`config.mk`:
```
export PLATFORM = sky130hd
export DESIGN_NAME = frc_top
export DESIGN_NICKNAME = d
export VERILOG_FILES = /design/src/hw/frc_pkg.sv /design/src/hw/frc_nv_if.sv /design/src/hw/frc_nvkeep.sv /design/src/hw/frc_top.sv
export SDC_FILE = /design/constraint.sdc
export NUM_CORES = 2
export LEC_CHECK = 0
export ABC_CLOCK_PERIOD_IN_PS = 53600
export BUFFER_PORTS_ARGS = -buffer_cell sky130_fd_sc_hd__buf_2
export CORE_MARGIN = 2
export CORE_UTILIZATION = 50
export DETAILED_ROUTE_END_ITERATION = 7
export PLACE_DENSITY_LB_ADDON = 0.2
export SYNTH_ARGS = -nofsm -noshare
export SYNTH_HDL_FRONTEND = slang
export SYNTH_SLANG_ARGS = --single-unit
```
`constraint.sdc`:
```
create_clock -name clk_in -period 53.6 [get_ports clk_in]
set_clock_uncertainty 0.05 [all_clocks]
set_input_delay 10.72 -clock clk_in [delete_from_list [all_inputs] [get_ports clk_in]]
set_output_delay 10.72 -clock clk_in [all_outputs]
set_load 0.02 [all_outputs]
```
`src/hw/frc_pkg.sv`:
```
package frc_pkg;
	// Frequencies in 0.01 Hz (field-weakening limit in 0.1 Hz), percentages in 0.1 % (field-weakening level in 1 %), voltages in 1 V
	localparam int unsigned CLK_NS          = 50;
	localparam int unsigned UD_TICK_NS      = 100000;
	localparam int unsigned UD_TICK_CYC     = (UD_TICK_NS + CLK_NS - 1) / CLK_NS;
	localparam logic [15:0] UD_TICK_LAST    = 16'(UD_TICK_CYC - 1);
	localparam logic [15:0] UD_STEP         = 16'h0001;
	localparam logic [15:0] FREQ_ZERO       = 16'h0000;
	localparam logic [26:0] PCT_FULL        = 27'h00003e8;
	localparam logic [10:0] PCT_RANGE_MAX   = 11'h44c;
	localparam logic [13:0] VPCT_FULL       = 14'h0064;
	localparam logic [6:0]  FW_LEVEL_DEF    = 7'h50;
	localparam logic [6:0]  FW_LEVEL_MAX    = 7'h64;
	localparam logic [11:0] FW_LIMIT_MAX    = 12'h960;
	localparam logic [15:0] FW_LIMIT_SCALE  = 16'h000a;
	localparam logic [11:0] OFFS_MAX        = 12'h3e8;
	localparam logic [2:0]  CM_OLV_MAGNET   = 3'h5;
	localparam logic [3:0]  VF_CUSTOM       = 4'hf;
	localparam logic [3:0]  VF_LAST_CT      = 4'h3;
	localparam logic [9:0]  UV_200_LEVEL    = 10'h0be;
	localparam logic [9:0]  UV_400_HIGH     = 10'h1b8;
	localparam logic [9:0]  UV_400_MID      = 10'h17c;
	localparam logic [9:0]  UV_400_LOW      = 10'h15e;
	localparam logic [9:0]  VIN_400_HIGH    = 10'h1cc;
	localparam logic [9:0]  VIN_400_MID     = 10'h190;
	localparam logic [15:0] F_50HZ          = 16'h1388;
	localparam logic [15:0] F_60HZ          = 16'h1770;
	localparam logic [15:0] F_72HZ          = 16'h1c20;
	typedef enum logic [1:0] {FRC_BOOT, FRC_IDLE, FRC_RUN} frc_state_t;
endpackage

```
`src/hw/frc_nv_if.sv`:
```
`timescale 1ns/1ns
interface frc_nv_if;
	logic        save_hold;
	logic        save_ud;
	logic        clr_hold;
	logic        clr_ud;
	logic [15:0] hold_val;
	logic [15:0] ud_val;
	logic        ready;
	logic [15:0] rest_hold;
	logic [15:0] rest_ud;
	logic        rest_hold_ok;
	logic        rest_ud_ok;
	modport core (output save_hold, save_ud, clr_hold, clr_ud, hold_val, ud_val,
		input ready, rest_hold, rest_ud, rest_hold_ok, rest_ud_ok);
	modport keep (input save_hold, save_ud, clr_hold, clr_ud, hold_val, ud_val,
		output ready, rest_hold, rest_ud, rest_hold_ok, rest_ud_ok);
endinterface

```
`src/hw/frc_nvkeep.sv`:
```
`timescale 1ns/1ns
module frc_nvkeep
	import frc_pkg::*;
(
	input  wire logic  clk_in,
	input  wire logic  rst_n_in,
	frc_nv_if.keep     nv,
	input  wire logic [15:0] nv_hold_in,
	input  wire logic [15:0] nv_ud_in,
	input  wire logic        nv_hold_ok_in,
	input  wire logic        nv_ud_ok_in,
	output logic             nv_write_out,
	output logic [15:0]      nv_hold_out,
	output logic [15:0]      nv_ud_out,
	output logic             nv_hold_ok_out,
	output logic             nv_ud_ok_out
);
	typedef struct packed {
		logic        loaded;
		logic        wr;
		logic [15:0] hold;
		logic [15:0] ud;
		logic        hold_ok;
		logic        ud_ok;
	} frc_keep_t;

	frc_keep_t s_ff;
	frc_keep_t nxt_s;

	// Image is taken from the retained store after reset release, never under reset
	always_comb begin
		nxt_s    = s_ff;
		nxt_s.wr = 1'b0;
		if (!s_ff.loaded) begin
			nxt_s.loaded  = 1'b1;
			nxt_s.hold    = nv_hold_in;
			nxt_s.ud      = nv_ud_in;
			nxt_s.hold_ok = nv_hold_ok_in;
			nxt_s.ud_ok   = nv_ud_ok_in;
		end else begin
			if (nv.save_hold) begin
				nxt_s.hold    = nv.hold_val;
				nxt_s.hold_ok = 1'b1;
			end
			if (nv.clr_hold) begin
				nxt_s.hold    = FREQ_ZERO;
				nxt_s.hold_ok = 1'b0;
			end
			if (nv.save_ud) begin
				nxt_s.ud    = nv.ud_val;
				nxt_s.ud_ok = 1'b1;
			end
			if (nv.clr_ud) begin
				nxt_s.ud    = FREQ_ZERO;
				nxt_s.ud_ok = 1'b0;
			end
			nxt_s.wr = nv.save_hold | nv.save_ud | nv.clr_hold | nv.clr_ud;
		end
	end

	always_ff @(posedge clk_in) begin
		if (!rst_n_in)
			s_ff <= '0;
		else
			s_ff <= nxt_s;
	end

	assign nv.ready        = s_ff.loaded;
	assign nv.rest_hold    = s_ff.hold;
	assign nv.rest_ud      = s_ff.ud;
	assign nv.rest_hold_ok = s_ff.hold_ok;
	assign nv.rest_ud_ok   = s_ff.ud_ok;
	assign nv_write_out    = s_ff.wr;
	assign nv_hold_out     = s_ff.hold;
	assign nv_ud_out       = s_ff.ud;
	assign nv_hold_ok_out  = s_ff.hold_ok;
	assign nv_ud_ok_out    = s_ff.ud_ok;
endmodule

```
`src/hw/frc_top.sv`:
```
`timescale 1ns/1ns
module frc_top
	import frc_pkg::*;
(
	input  wire logic        clk_in,
	input  wire logic        rst_n_in,
	input  wire logic        run_cmd_in,
	input  wire logic        power_fail_in,
	input  wire logic        di_ramp_hold_in,
	input  wire logic        di_up_in,
	input  wire logic        di_down_in,
	input  wire logic        di_ext_ref_in,
	input  wire logic [2:0]  di_offset_in,
	input  wire logic        di_fieldweak_in,
	input  wire logic        ramp_hold_used_in,
	input  wire logic        updown_used_in,
	input  wire logic        ref_hold_select_in,
	input  wire logic        updown_limit_select_in,
	input  wire logic [10:0] ref_lower_limit_in,
	input  wire logic [15:0] pattern_max_freq_in,
	input  wire logic [15:0] active_ref_in,
	input  wire logic [15:0] analog_ref_in,
	input  wire logic [15:0] analog_bias_in,
	input  wire logic        analog_bias_used_in,
	input  wire logic [15:0] output_freq_in,
	input  wire logic [11:0] offset_freq_one_in,
	input  wire logic [11:0] offset_freq_two_in,
	input  wire logic [11:0] offset_freq_three_in,
	input  wire logic [6:0]  fieldweak_voltage_level_in,
	input  wire logic [11:0] fieldweak_freq_limit_in,
	input  wire logic [9:0]  max_voltage_in,
	input  wire logic [9:0]  input_voltage_setting_in,
	input  wire logic        class_400_in,
	input  wire logic        vf_pattern_wr_in,
	input  wire logic [3:0]  vf_pattern_data_in,
	input  wire logic [2:0]  control_method_select_in,
	input  wire logic        param_initialize_in,
	input  wire logic        pattern_point_wr_in,
	input  wire logic [15:0] pattern_point_last_in,
	input  wire logic [15:0] nv_hold_in,
	input  wire logic [15:0] nv_ud_in,
	input  wire logic        nv_hold_ok_in,
	input  wire logic        nv_ud_ok_in,
	output logic [15:0]      freq_ref_out,
	output logic [9:0]       out_voltage_out,
	output logic             fieldweak_active_out,
	output logic [9:0]       undervoltage_level_out,
	output logic [3:0]       vf_pattern_select_out,
	output logic             vf_wr_refused_out,
	output logic             pattern_points_ro_out,
	output logic             point_wr_refused_out,
	output logic [15:0]      pattern_point_last_out,
	output logic [15:0]      vf_max_freq_out,
	output logic [15:0]      vf_base_freq_out,
	output logic             nv_write_out,
	output logic [15:0]      nv_hold_out,
	output logic [15:0]      nv_ud_out,
	output logic             nv_hold_ok_out,
	output logic             nv_ud_ok_out
);
	localparam int unsigned NSYNC = 10;

	typedef struct packed {
		logic [NSYNC-1:0] sync1;
		logic [NSYNC-1:0] sync2;
		frc_state_t       state;
		logic             synced;
		logic             hold_prev;
		logic [15:0]      held;
		logic             held_ok;
		logic [15:0]      ud;
		logic [15:0]      tick;
		logic [15:0]      fref;
		logic [9:0]       vout;
		logic             fw_on;
		logic [9:0]       uv;
		logic [3:0]       vf;
		logic             vf_ref;
		logic [15:0]      point;
		logic             pt_ref;
		logic [15:0]      vmax;
		logic [15:0]      vbase;
		logic             save_hold;
		logic             save_ud;
		logic             clr_hold;
		logic             clr_ud;
	} frc_core_t;

	frc_core_t s_ff;
	frc_core_t nxt_s;
	frc_nv_if  nv();

	function automatic logic [15:0] pct_freq(input logic [10:0] pct, input logic [15:0] fmax);
		logic [26:0] prod;
		prod = 27'(fmax) * 27'(pct);
		return 16'(prod / PCT_FULL);
	endfunction

	function automatic logic [15:0] umax(input logic [15:0] a, input logic [15:0] b);
		return (a > b) ? a : b;
	endfunction

	// Pins and other-domain levels, two stages before use
	logic [NSYNC-1:0] pins;
	assign pins = {run_cmd_in, power_fail_in, di_ramp_hold_in, di_up_in, di_down_in,
		di_ext_ref_in, di_offset_in, di_fieldweak_in};

	logic        run_s;
	logic        pfail_s;
	logic        hold_s;
	logic        up_s;
	logic        dn_s;
	logic        ext_s;
	logic [2:0]  offs_s;
	logic        fw_s;
	assign {run_s, pfail_s, hold_s, up_s, dn_s, ext_s, offs_s, fw_s} = s_ff.sync2;

	logic        hold_mode;
	logic        ud_mode;
	logic        stopping;
	logic [15:0] gen_lo;
	logic [15:0] ud_lo;
	logic [15:0] ud_hi;
	logic [15:0] base_ref;
	logic [15:0] lim_ref;
	logic signed [13:0] offs_sum;
	logic signed [31:0] offs_prod;
	logic signed [17:0] offs_freq;
	logic signed [17:0] with_offs;
	logic [15:0] fw_lim_f;
	logic [16:0] vprod;

	always_comb begin
		nxt_s           = s_ff;
		nxt_s.sync1     = pins;
		nxt_s.sync2     = s_ff.sync1;
		nxt_s.hold_prev = hold_s;
		nxt_s.save_hold = 1'b0;
		nxt_s.save_ud   = 1'b0;
		nxt_s.clr_hold  = 1'b0;
		nxt_s.clr_ud    = 1'b0;
		nxt_s.vf_ref    = 1'b0;
		nxt_s.pt_ref    = 1'b0;

		// Selection is meaningless without the matching input function
		hold_mode = ramp_hold_used_in & ~updown_used_in;
		ud_mode   = updown_used_in;
		stopping  = (s_ff.state == FRC_RUN) & (~run_s | pfail_s);

		gen_lo = pct_freq(ref_lower_limit_in, pattern_max_freq_in);
		ud_hi  = pattern_max_freq_in;
		ud_lo  = gen_lo;
		if (!updown_limit_select_in) begin
			if (analog_bias_used_in)
				ud_lo = umax(ud_lo, analog_bias_in);
			if (ext_s)
				ud_lo = umax(ud_lo, analog_ref_in);
		end

		unique case (s_ff.state)
			FRC_BOOT: begin
				// One extra edge so the synchronised hold input is valid
				nxt_s.synced = nv.ready;
				if (nv.ready && s_ff.synced) begin
					nxt_s.state = FRC_IDLE;
					if (ud_mode && ref_hold_select_in && nv.rest_ud_ok)
						nxt_s.ud = nv.rest_ud;
					else
						nxt_s.ud = FREQ_ZERO;
					// Hold input must already be closed at power-on to keep the value
					if (hold_mode && ref_hold_select_in && nv.rest_hold_ok && hold_s) begin
						nxt_s.held    = nv.rest_hold;
						nxt_s.held_ok = 1'b1;
					end else begin
						nxt_s.held     = FREQ_ZERO;
						nxt_s.held_ok  = 1'b0;
						nxt_s.clr_hold = nv.rest_hold_ok;
					end
				end
			end
			FRC_IDLE: begin
				if (run_s && !pfail_s)
					nxt_s.state = FRC_RUN;
				if (ud_mode && !run_s && (up_s ^ dn_s)) begin
					nxt_s.ud     = FREQ_ZERO;
					nxt_s.clr_ud = 1'b1;
				end
			end
			FRC_RUN: begin
				if (stopping) begin
					nxt_s.state = FRC_IDLE;
					if (ref_hold_select_in) begin
						nxt_s.save_hold = hold_mode & s_ff.held_ok;
						nxt_s.save_ud   = ud_mode;
					end else begin
						if (hold_mode) begin
							nxt_s.held    = FREQ_ZERO;
							nxt_s.held_ok = 1'b0;
						end
						if (ud_mode)
							nxt_s.ud = FREQ_ZERO;
					end
				end else begin
					if (hold_mode && hold_s && !s_ff.held_ok) begin
						nxt_s.held    = output_freq_in;
						nxt_s.held_ok = 1'b1;
					end
					// Rate set by a tick so a held key ramps instead of jumping
					if (ud_mode && (up_s ^ dn_s)) begin
						if (s_ff.tick == UD_TICK_LAST) begin
							nxt_s.tick = '0;
							if (up_s)
								nxt_s.ud = (s_ff.ud > ud_hi - UD_STEP) ? ud_hi : s_ff.ud + UD_STEP;
							else
								nxt_s.ud = (s_ff.ud < UD_STEP) ? FREQ_ZERO : s_ff.ud - UD_STEP;
						end else begin
							nxt_s.tick = s_ff.tick + 16'h0001;
						end
					end else begin
						nxt_s.tick = '0;
					end
				end
			end
		endcase

		// Release of the hold input discards the value, running or not
		if (hold_mode && s_ff.hold_prev && !hold_s && s_ff.state != FRC_BOOT) begin
			nxt_s.held     = FREQ_ZERO;
			nxt_s.held_ok  = 1'b0;
			nxt_s.clr_hold = 1'b1;
		end

		if (ud_mode) begin
			if (nxt_s.ud > ud_hi)
				nxt_s.ud = ud_hi;
			if (s_ff.state == FRC_RUN && !stopping && nxt_s.ud < ud_lo)
				nxt_s.ud = ud_lo;
		end

		// Reference source: up/down, held value, else active reference
		if (ud_mode && !(ext_s && updown_limit_select_in))
			base_ref = s_ff.ud;
		else if (hold_mode && s_ff.held_ok)
			base_ref = s_ff.held;
		else
			base_ref = active_ref_in;

		offs_sum = '0;
		if (offs_s[0])
			offs_sum = offs_sum + 14'(signed'(offset_freq_one_in));
		if (offs_s[1])
			offs_sum = offs_sum + 14'(signed'(offset_freq_two_in));
		if (offs_s[2])
			offs_sum = offs_sum + 14'(signed'(offset_freq_three_in));
		offs_prod = 32'(offs_sum) * signed'({16'h0000, pattern_max_freq_in});
		offs_freq = 18'(offs_prod / signed'(32'(PCT_FULL)));
		with_offs = signed'({2'b00, base_ref}) + offs_freq;
		if (with_offs < 0)
			lim_ref = FREQ_ZERO;
		else if (with_offs > signed'({2'b00, pattern_max_freq_in}))
			lim_ref = pattern_max_freq_in;
		else
			lim_ref = with_offs[15:0];
		if (lim_ref < gen_lo)
			lim_ref = gen_lo;
		nxt_s.fref = (s_ff.state == FRC_BOOT) ? FREQ_ZERO : lim_ref;

		fw_lim_f    = 16'(fieldweak_freq_limit_in) * FW_LIMIT_SCALE;
		nxt_s.fw_on = fw_s && (output_freq_in > fw_lim_f) &&
			(output_freq_in == s_ff.fref);
		vprod       = 17'(max_voltage_in) * 17'(fieldweak_voltage_level_in);
		nxt_s.vout  = nxt_s.fw_on ? 10'(vprod / 17'(VPCT_FULL)) : max_voltage_in;

		if (!class_400_in)
			nxt_s.uv = UV_200_LEVEL;
		else if (input_voltage_setting_in > VIN_400_HIGH)
			nxt_s.uv = UV_400_HIGH;
		else if (input_voltage_setting_in >= VIN_400_MID)
			nxt_s.uv = UV_400_MID;
		else
			nxt_s.uv = UV_400_LOW;

		// Initialization never touches the pattern code
		if (vf_pattern_wr_in && !param_initialize_in) begin
			if (vf_pattern_data_in != VF_CUSTOM &&
				control_method_select_in == CM_OLV_MAGNET)
				nxt_s.vf_ref = 1'b1;
			else
				nxt_s.vf = vf_pattern_data_in;
		end

		if (pattern_point_wr_in) begin
			if (s_ff.vf != VF_CUSTOM)
				nxt_s.pt_ref = 1'b1;
			else
				nxt_s.point = pattern_point_last_in;
		end

		unique case (s_ff.vf)
			4'h0: begin
				nxt_s.vmax  = F_50HZ;
				nxt_s.vbase = F_50HZ;
			end
			4'h1: begin
				nxt_s.vmax  = F_60HZ;
				nxt_s.vbase = F_60HZ;
			end
			4'h2: begin
				nxt_s.vmax  = F_60HZ;
				nxt_s.vbase = F_50HZ;
			end
			4'h3: begin
				nxt_s.vmax  = F_72HZ;
				nxt_s.vbase = F_60HZ;
			end
			default: begin
				// Curves beyond the constant-torque set take the pattern maximum as both maximum and base frequency
				nxt_s.vmax  = pattern_max_freq_in;
				nxt_s.vbase = pattern_max_freq_in;
			end
		endcase
	end

	always_ff @(posedge clk_in) begin
		if (!rst_n_in) begin
			s_ff       <= '0;
			s_ff.state <= FRC_BOOT;
			s_ff.vf    <= VF_CUSTOM;
			s_ff.uv    <= UV_200_LEVEL;
		end else begin
			s_ff <= nxt_s;
		end
	end

	assign nv.save_hold = s_ff.save_hold;
	assign nv.save_ud   = s_ff.save_ud;
	assign nv.clr_hold  = s_ff.clr_hold;
	assign nv.clr_ud    = s_ff.clr_ud;
	assign nv.hold_val  = s_ff.held;
	assign nv.ud_val    = s_ff.ud;

	frc_nvkeep u_keep (
		.clk_in         (clk_in),
		.rst_n_in       (rst_n_in),
		.nv             (nv.keep),
		.nv_hold_in     (nv_hold_in),
		.nv_ud_in       (nv_ud_in),
		.nv_hold_ok_in  (nv_hold_ok_in),
		.nv_ud_ok_in    (nv_ud_ok_in),
		.nv_write_out   (nv_write_out),
		.nv_hold_out    (nv_hold_out),
		.nv_ud_out      (nv_ud_out),
		.nv_hold_ok_out (nv_hold_ok_out),
		.nv_ud_ok_out   (nv_ud_ok_out)
	);

	assign freq_ref_out           = s_ff.fref;
	assign out_voltage_out        = s_ff.vout;
	assign fieldweak_active_out   = s_ff.fw_on;
	assign undervoltage_level_out = s_ff.uv;
	assign vf_pattern_select_out  = s_ff.vf;
	assign vf_wr_refused_out      = s_ff.vf_ref;
	assign pattern_points_ro_out  = (s_ff.vf != VF_CUSTOM);
	assign point_wr_refused_out   = s_ff.pt_ref;
	assign pattern_point_last_out = s_ff.point;
	assign vf_max_freq_out        = s_ff.vmax;
	assign vf_base_freq_out       = s_ff.vbase;
endmodule

```
# Word level (Yosys, flattened, before mapping)
# Cells that the tools add are included.
[totals] ff_bits=203 in_bits=244 output_inout_bits=127 wordCells=200
[classes] n_addsub=7 mul=4 n_div=3 magnitude_cmp=12 n_eq_ne=18 n_mux=62 bitwise_logic=15 n_reduce_logical=49
[ops] op="16-bit two-way mux" count=29
[ops] op="32-bit one-hot mux with 4 select lines" count=1
[ops] op="33-bit two-way mux" count=3
[ops] op="16-bit greater-than comparator" count=5
[ops] op="17-bit two-way mux" count=3
[ops] op="16-bit one-hot mux with 3 select lines" count=1
[ops] op="14-bit two-way mux" count=3
[ops] op="36-bit two-way mux" count=1
[ops] op="34-bit two-way mux" count=1
[ops] op="17-bit one-hot mux with 2 select lines" count=1
[ops] op="16-bit by 1-bit adder with 16-bit output (second input constant)" count=2
[ops] op="32-bit by 11-bit divider with 32-bit output (second input constant)" count=1
[ops] op="16-bit less-than comparator" count=2
[ops] op="16-bit by 1-bit subtractor with 16-bit output (second input constant)" count=2
[ops] op="14-bit by 17-bit multiplier with 31-bit output" count=1
[ops] op="14-bit by 12-bit adder with 14-bit output" count=2
[ops] op="27-bit by 10-bit divider with 27-bit output (second input constant)" count=1
[ops] op="16-bit by 11-bit multiplier with 27-bit output" count=1
[ops] op="1-bit logical AND" count=24
[ops] op="17-bit by 18-bit adder with 18-bit output" count=1
[ops] op="18-bit by 17-bit greater-than comparator with 1-bit output" count=1
[ops] op="18-bit by 1-bit less-than comparator with 1-bit output (second input constant)" count=1
[ops] op="17-bit by 7-bit divider with 17-bit output (second input constant)" count=1
[ops] op="10-bit by 7-bit multiplier with 17-bit output" count=1
[ops] op="other kinds (35)" count=81

# Logic depth before layout (Yosys ltp)
[depth] ltp_word=15 mapped_depth=143 ltp_nobuf=130

# Modules after synthesis
# A second synthesis with hierarchy kept.
[hier_totals] cells_unflattened=6225 hier_area_um2=47674.5
[by_module_without_submodules] module="frc_top" n_inst=1 cells_per_inst=5992 area_per_inst_um2=45444.8 seq_area_each_um2=3143.0
[by_module_without_submodules] module="frc_nvkeep" n_inst=1 cells_per_inst=233 area_per_inst_um2=2229.6 seq_area_each_um2=720.7

# Least setup slack after synthesis
# OpenSTA, ideal clock, no wires.
[synth_path] kind="in2reg" start="input offset_freq_one_in[0]" end="register s_ff, in the netlist freq_ref_out[14]" setup_time_ns=0.128 arrival_ns=41.307 t_required_ns=53.422 path_slack_ns=12.115 stages=131 path_buffers=7 cell_sequence="and2_1 ha_1 inv_1 fa_1 inv_1 maj3_1 a32o_1 maj3_1 a32oi_1 o21ai_0 a21oi_1 o21bai_1 a21oi_1 xnor2_1 mux2_2 ha_1 a21oi_1 o21bai_1 (+95 left out) a21o_1 a21oi_1 nor2_1 nor2_1 clkbuf_1 mux2i_1 nor2_1 ha_1 a21o_1 a21o_1 a21oi_1 nor2_1 nor4_1 o21a_1 buf_6 buf_6 mux2i_1 nor2_1"
[synth_between] elab_chain_len=13 word_cells_on_any_way=14 cone_classes="add/sub (3); mul (1); div (1); order compare (3); mux (6)"
[synth_rtl] item="start: declaration" line_no="frc_top.sv:26" source="input wire logic [11:0] offset_freq_one_in,"
[synth_rtl] item="14-bit two-way mux (*)" line_no="frc_top.sv:249" source="if (offs_s[0])"
[synth_rtl] item="14-bit by 12-bit adder with 14-bit output" line_no="frc_top.sv:252" source="offs_sum = offs_sum + 14'(signed'(offset_freq_two_in));"
[synth_rtl] item="14-bit two-way mux (*)" line_no="frc_top.sv:251" source="if (offs_s[1])"
[synth_rtl] item="14-bit by 12-bit adder with 14-bit output" line_no="frc_top.sv:254" source="offs_sum = offs_sum + 14'(signed'(offset_freq_three_in));"
[synth_rtl] item="14-bit two-way mux (*)" line_no="frc_top.sv:253" source="if (offs_s[2])"
[synth_rtl] item="14-bit by 17-bit multiplier with 31-bit output (*)" line_no="frc_top.sv:255" source="offs_prod = 32'(offs_sum) * signed'({16'h0000, pattern_max_freq_in});"
[synth_rtl] item="32-bit by 11-bit divider with 32-bit output (*)" line_no="frc_top.sv:256" source="offs_freq = 18'(offs_prod / signed'(32'(PCT_FULL)));"
[synth_rtl] item="17-bit by 18-bit adder with 18-bit output (*)" line_no="frc_top.sv:257" source="with_offs = signed'({2'b00, base_ref}) + offs_freq;"
[synth_rtl] item="18-bit by 17-bit greater-than comparator with 1-bit output" line_no="frc_top.sv:260" source="else if (with_offs > signed'({2'b00, pattern_max_freq_in}))"
[synth_rtl] item="16-bit two-way mux" line_no="frc_top.sv:260"
[synth_rtl] item="16-bit two-way mux (*)" line_no="frc_top.sv:258" source="if (with_offs < 0)"
[synth_rtl] item="16-bit less-than comparator" line_no="frc_top.sv:264" source="if (lim_ref < gen_lo)"
[synth_rtl] item="16-bit two-way mux (*)" line_no="frc_top.sv:264"
[synth_rtl] item="end signal: assignment" line_no="frc_top.sv:331" source="s_ff <= nxt_s;"
[synth_rtl] item="end: declaration" line_no="frc_top.sv:89" source="frc_core_t s_ff;"
# Every way passes the cells marked *; elsewhere a longest branch is shown, timed or not.
# A chain may end at the register's enable or synchronous reset.

# Worst setup path in the final report
[layout_path] start="input offset_freq_one_in[0]" end="register s_ff, in the netlist freq_ref_out[1]"
# Same word-level chain as after synthesis.

==> impl_metrics.tcl <==
set metrics [dict create \
    place_ws_ns 7.28 \
    max_freq_mhz 21.5 \
    syn_avg_cell_area_um2 7.58 \
    cp-end-kind "register" \
    worstMarginPinSlew_ns 1.22 \
    netlist_area_um2 44700 \
    wl_per_cell_um 20.3 \
    io_buffers 366 \
    hold_viol 0 \
    cts_sinks 193 \
    status "finished, violations left" \
    fp.dieArea_um2 91800 \
    worst-path-buf-inv 7 \
    cp_top_family "compound AO/OA/AOI/OAI gates" \
    min_period_ns 46.43 \
    synth.yosys.seq_area_share 0.0865 \
    yosysMostFrequentCell "nand2_1" \
    routabilityCongestion 0.984 \
    layoutNonFillerInstCount 7168 \
    synth_common_cells "679 x nand2_1, 550 x inv_1, 449 x a21oi_1" \
    overflow 0 \
    drive_gt1_frac 0.108 \
    postCtsSetupRepairBufs 0 \
    grt_pass1_vias 41500 \
    num_rows 109 \
    htreeDepth 4 \
    synth_seq_cells 193 \
    drcViolationCount 43 \
    cpMaxStageDelayCell "a2111oi_0" \
    path_common_cell "a21oi_1" \
    fp.dieW_um 303 \
    nets 6973 \
    synth-edff-count 0 \
    nFillCells 8673 \
    core-area_um2 88500 \
    clk_latency_ns 0.50 \
    antenna_found_initial 2 \
    clockBufferDepth 2 \
    rsz0062_at_grt "no" \
    worst-path-max-fanout 16 \
    tns_ns 0 \
    syn_to_final_growth_pct 5.47 \
    ant_nets 0 \
    async_flop_share 0 \
    n_antenna_cell 0 \
    maxSlewViolCount 0 \
    required_ns 53.87 \
    arrival_ns 46.70 \
    synth_ff_type "dfxtp_1" \
    dr.pass1.iters 8 \
    cts_tree "yes" \
    slowest_delay_ns 0.98 \
    grt_start_max_net_pins 80 \
    path_clk_slew_ns 0.08 \
    dr_total_vias 44000 \
    vias_per_cell 6.14 \
    min_path_type "reg -> reg" \
    yosysTopAreaCellShare 0.150 \
    die_height_um 303 \
    track_usage 0.307 \
    synth_top_cell_by_area "fa_1" \
    cts_hold_buf 0 \
    synth_area_leaders "fa_1 15%, ha_1 11%, dfxtp_1 8.6%" \
    dp_hpwl_um 115000 \
    dpl.cell_count 7136 \
    grt_pass1_wl_um 228000 \
    cts_resized 0 \
    fin_area_um2 47100 \
    worstSetupPathType "in -> reg" \
    cts_buffers 17 \
    cts_root_buf "clkbuf_16" \
    relSlewSlack 0.186 \
    drt_iter0_drc 4023 \
    initial_utilization 0.505 \
    worst_slack_ns 7.17 \
    wl_um 145000 \
    yosys_warnings 0 \
    syn_inst 5898 \
    violations "design-rule violations" \
    setup_viol 0 \
    cap_violations 0 \
    yosysUniqueCellTypes 147 \
    dpl_cell_area_um2 46500 \
    min_period_over_period 0.866 \
    crit_path_start_kind "input pin" \
    ios 371 \
]
==> worst register-to-register path: cells and delay by family, from the launching register on <==
kind                       cells  cell delay [ns]
xor gates and xnor gates       9             2.95
adders and majority gates     16             6.39
muxes                          5             2.00
buffers and inverters          7             0.97
and+or+nand+nor               24             5.04
DFF                            1             0.33
AOI/OAI and AO/OA             65            18.75
==> through the flow <==
| stage | utilization | hold slack [ns] |
|---|---|---|
| 4_1_cts | 0.532 | 0.381 |
| 3_3_place_gp | 0.526 | 0.367 |
| 3_5_place_dp | 0.526 | 0.371 |
| 6_report | 0.532 | 0.381 |
| 2_1_floorplan | - | 0.362 |
| 5_1_grt | 0.532 | 0.385 |
==> sequential cells by signal, indices dropped and copies added, names as in the netlist, 3 cells and up <==
signal / count
u_keep.nv.rest_ud: 16
s_ff: 22
out_voltage_out: 10
vf_pattern_select_out: 4
nv.ud_val: 16
vf_max_freq_out: 16
nv.hold_val: 16
freq_ref_out: 16
offs_s: 3
u_keep.nv.rest_hold: 16
undervoltage_level_out: 6
vf_base_freq_out: 9
pattern_point_last_out: 16
nxt_s: 10
==> cells in the final DEF, fill, tap and decap left out, types with 95 or more instances in the layout <==
cell,instances
fa_1,334
inv_1,549
xnor2_1,228
nand2_1,679
dfxtp_1,193
buf_2,366
mux2i_1,115
a21o_1,95
nand3_1,118
nor3_1,174
and2_1,235
nor2_1,404
xor2_1,96
a21oi_1,444
o21ai_0,255
ha_1,405
==> logic make-up (layout without fill, tap and decap cells) <==
family,Yosys count,in the layout,synth area share
adders and majority gates,759,759,0.268
xor gates and xnor gates,329,329,0.0656
muxes,154,154,0.0358
AOI/OAI and AO/OA,1563,1563,0.240
and+or+nand+nor,1986,1986,0.215
buffers and inverters,912,1015,0.0901
other,2,4,0.000168
DFF,193,193,0.0865
==> final timing paths <==
path,start,endpoint,slack [ns],cells after the start
setup / recovery,offset_freq_one_in[0],freq_ref_out[1]$_SDFF_PP0_,7.17,126
hold / removal,nxt_s[157]$_SDFF_PN0_,run_s$_SDFF_PN0_,0.38,1
setup reg to reg,offs_s[0]$_SDFF_PN0_,freq_ref_out[1]$_SDFF_PP0_,16.93,126
hold reg to reg,nxt_s[157]$_SDFF_PN0_,run_s$_SDFF_PN0_,0.38,1
==> cell type report <==
| class | instances | area (um^2) | share of cell area |
|---|---|---|---|
| flip-flops and latches | 193 | 3860 | 0.0820 |
| multi-input cells | 4795 | 36900 | 0.782 |
| well taps | 1165 | 1460 | 0.0309 |
| inverters | 565 | 2120 | 0.0451 |
| clock inverters | 13 | 163 | 0.00345 |
| repair buffers | 418 | 2220 | 0.0472 |
| clock buffers | 19 | 443 | 0.00940 |
==> per-layer routing <==
metal	global-route usage	routed length [um]	share of wire	vias up
met2	0.498	65600	0.45	1681
met5	0	29	0.00020	-
met3	0.0357	9930	0.068	264
li1	-	-	-	20900
met4	0.0966	4710	0.032	4
met1	0.426	64900	0.45	21100
Power is left out: the tool's default activity adds up to more than one toggle a clock period on the data nets, which glitch-free logic cannot reach.
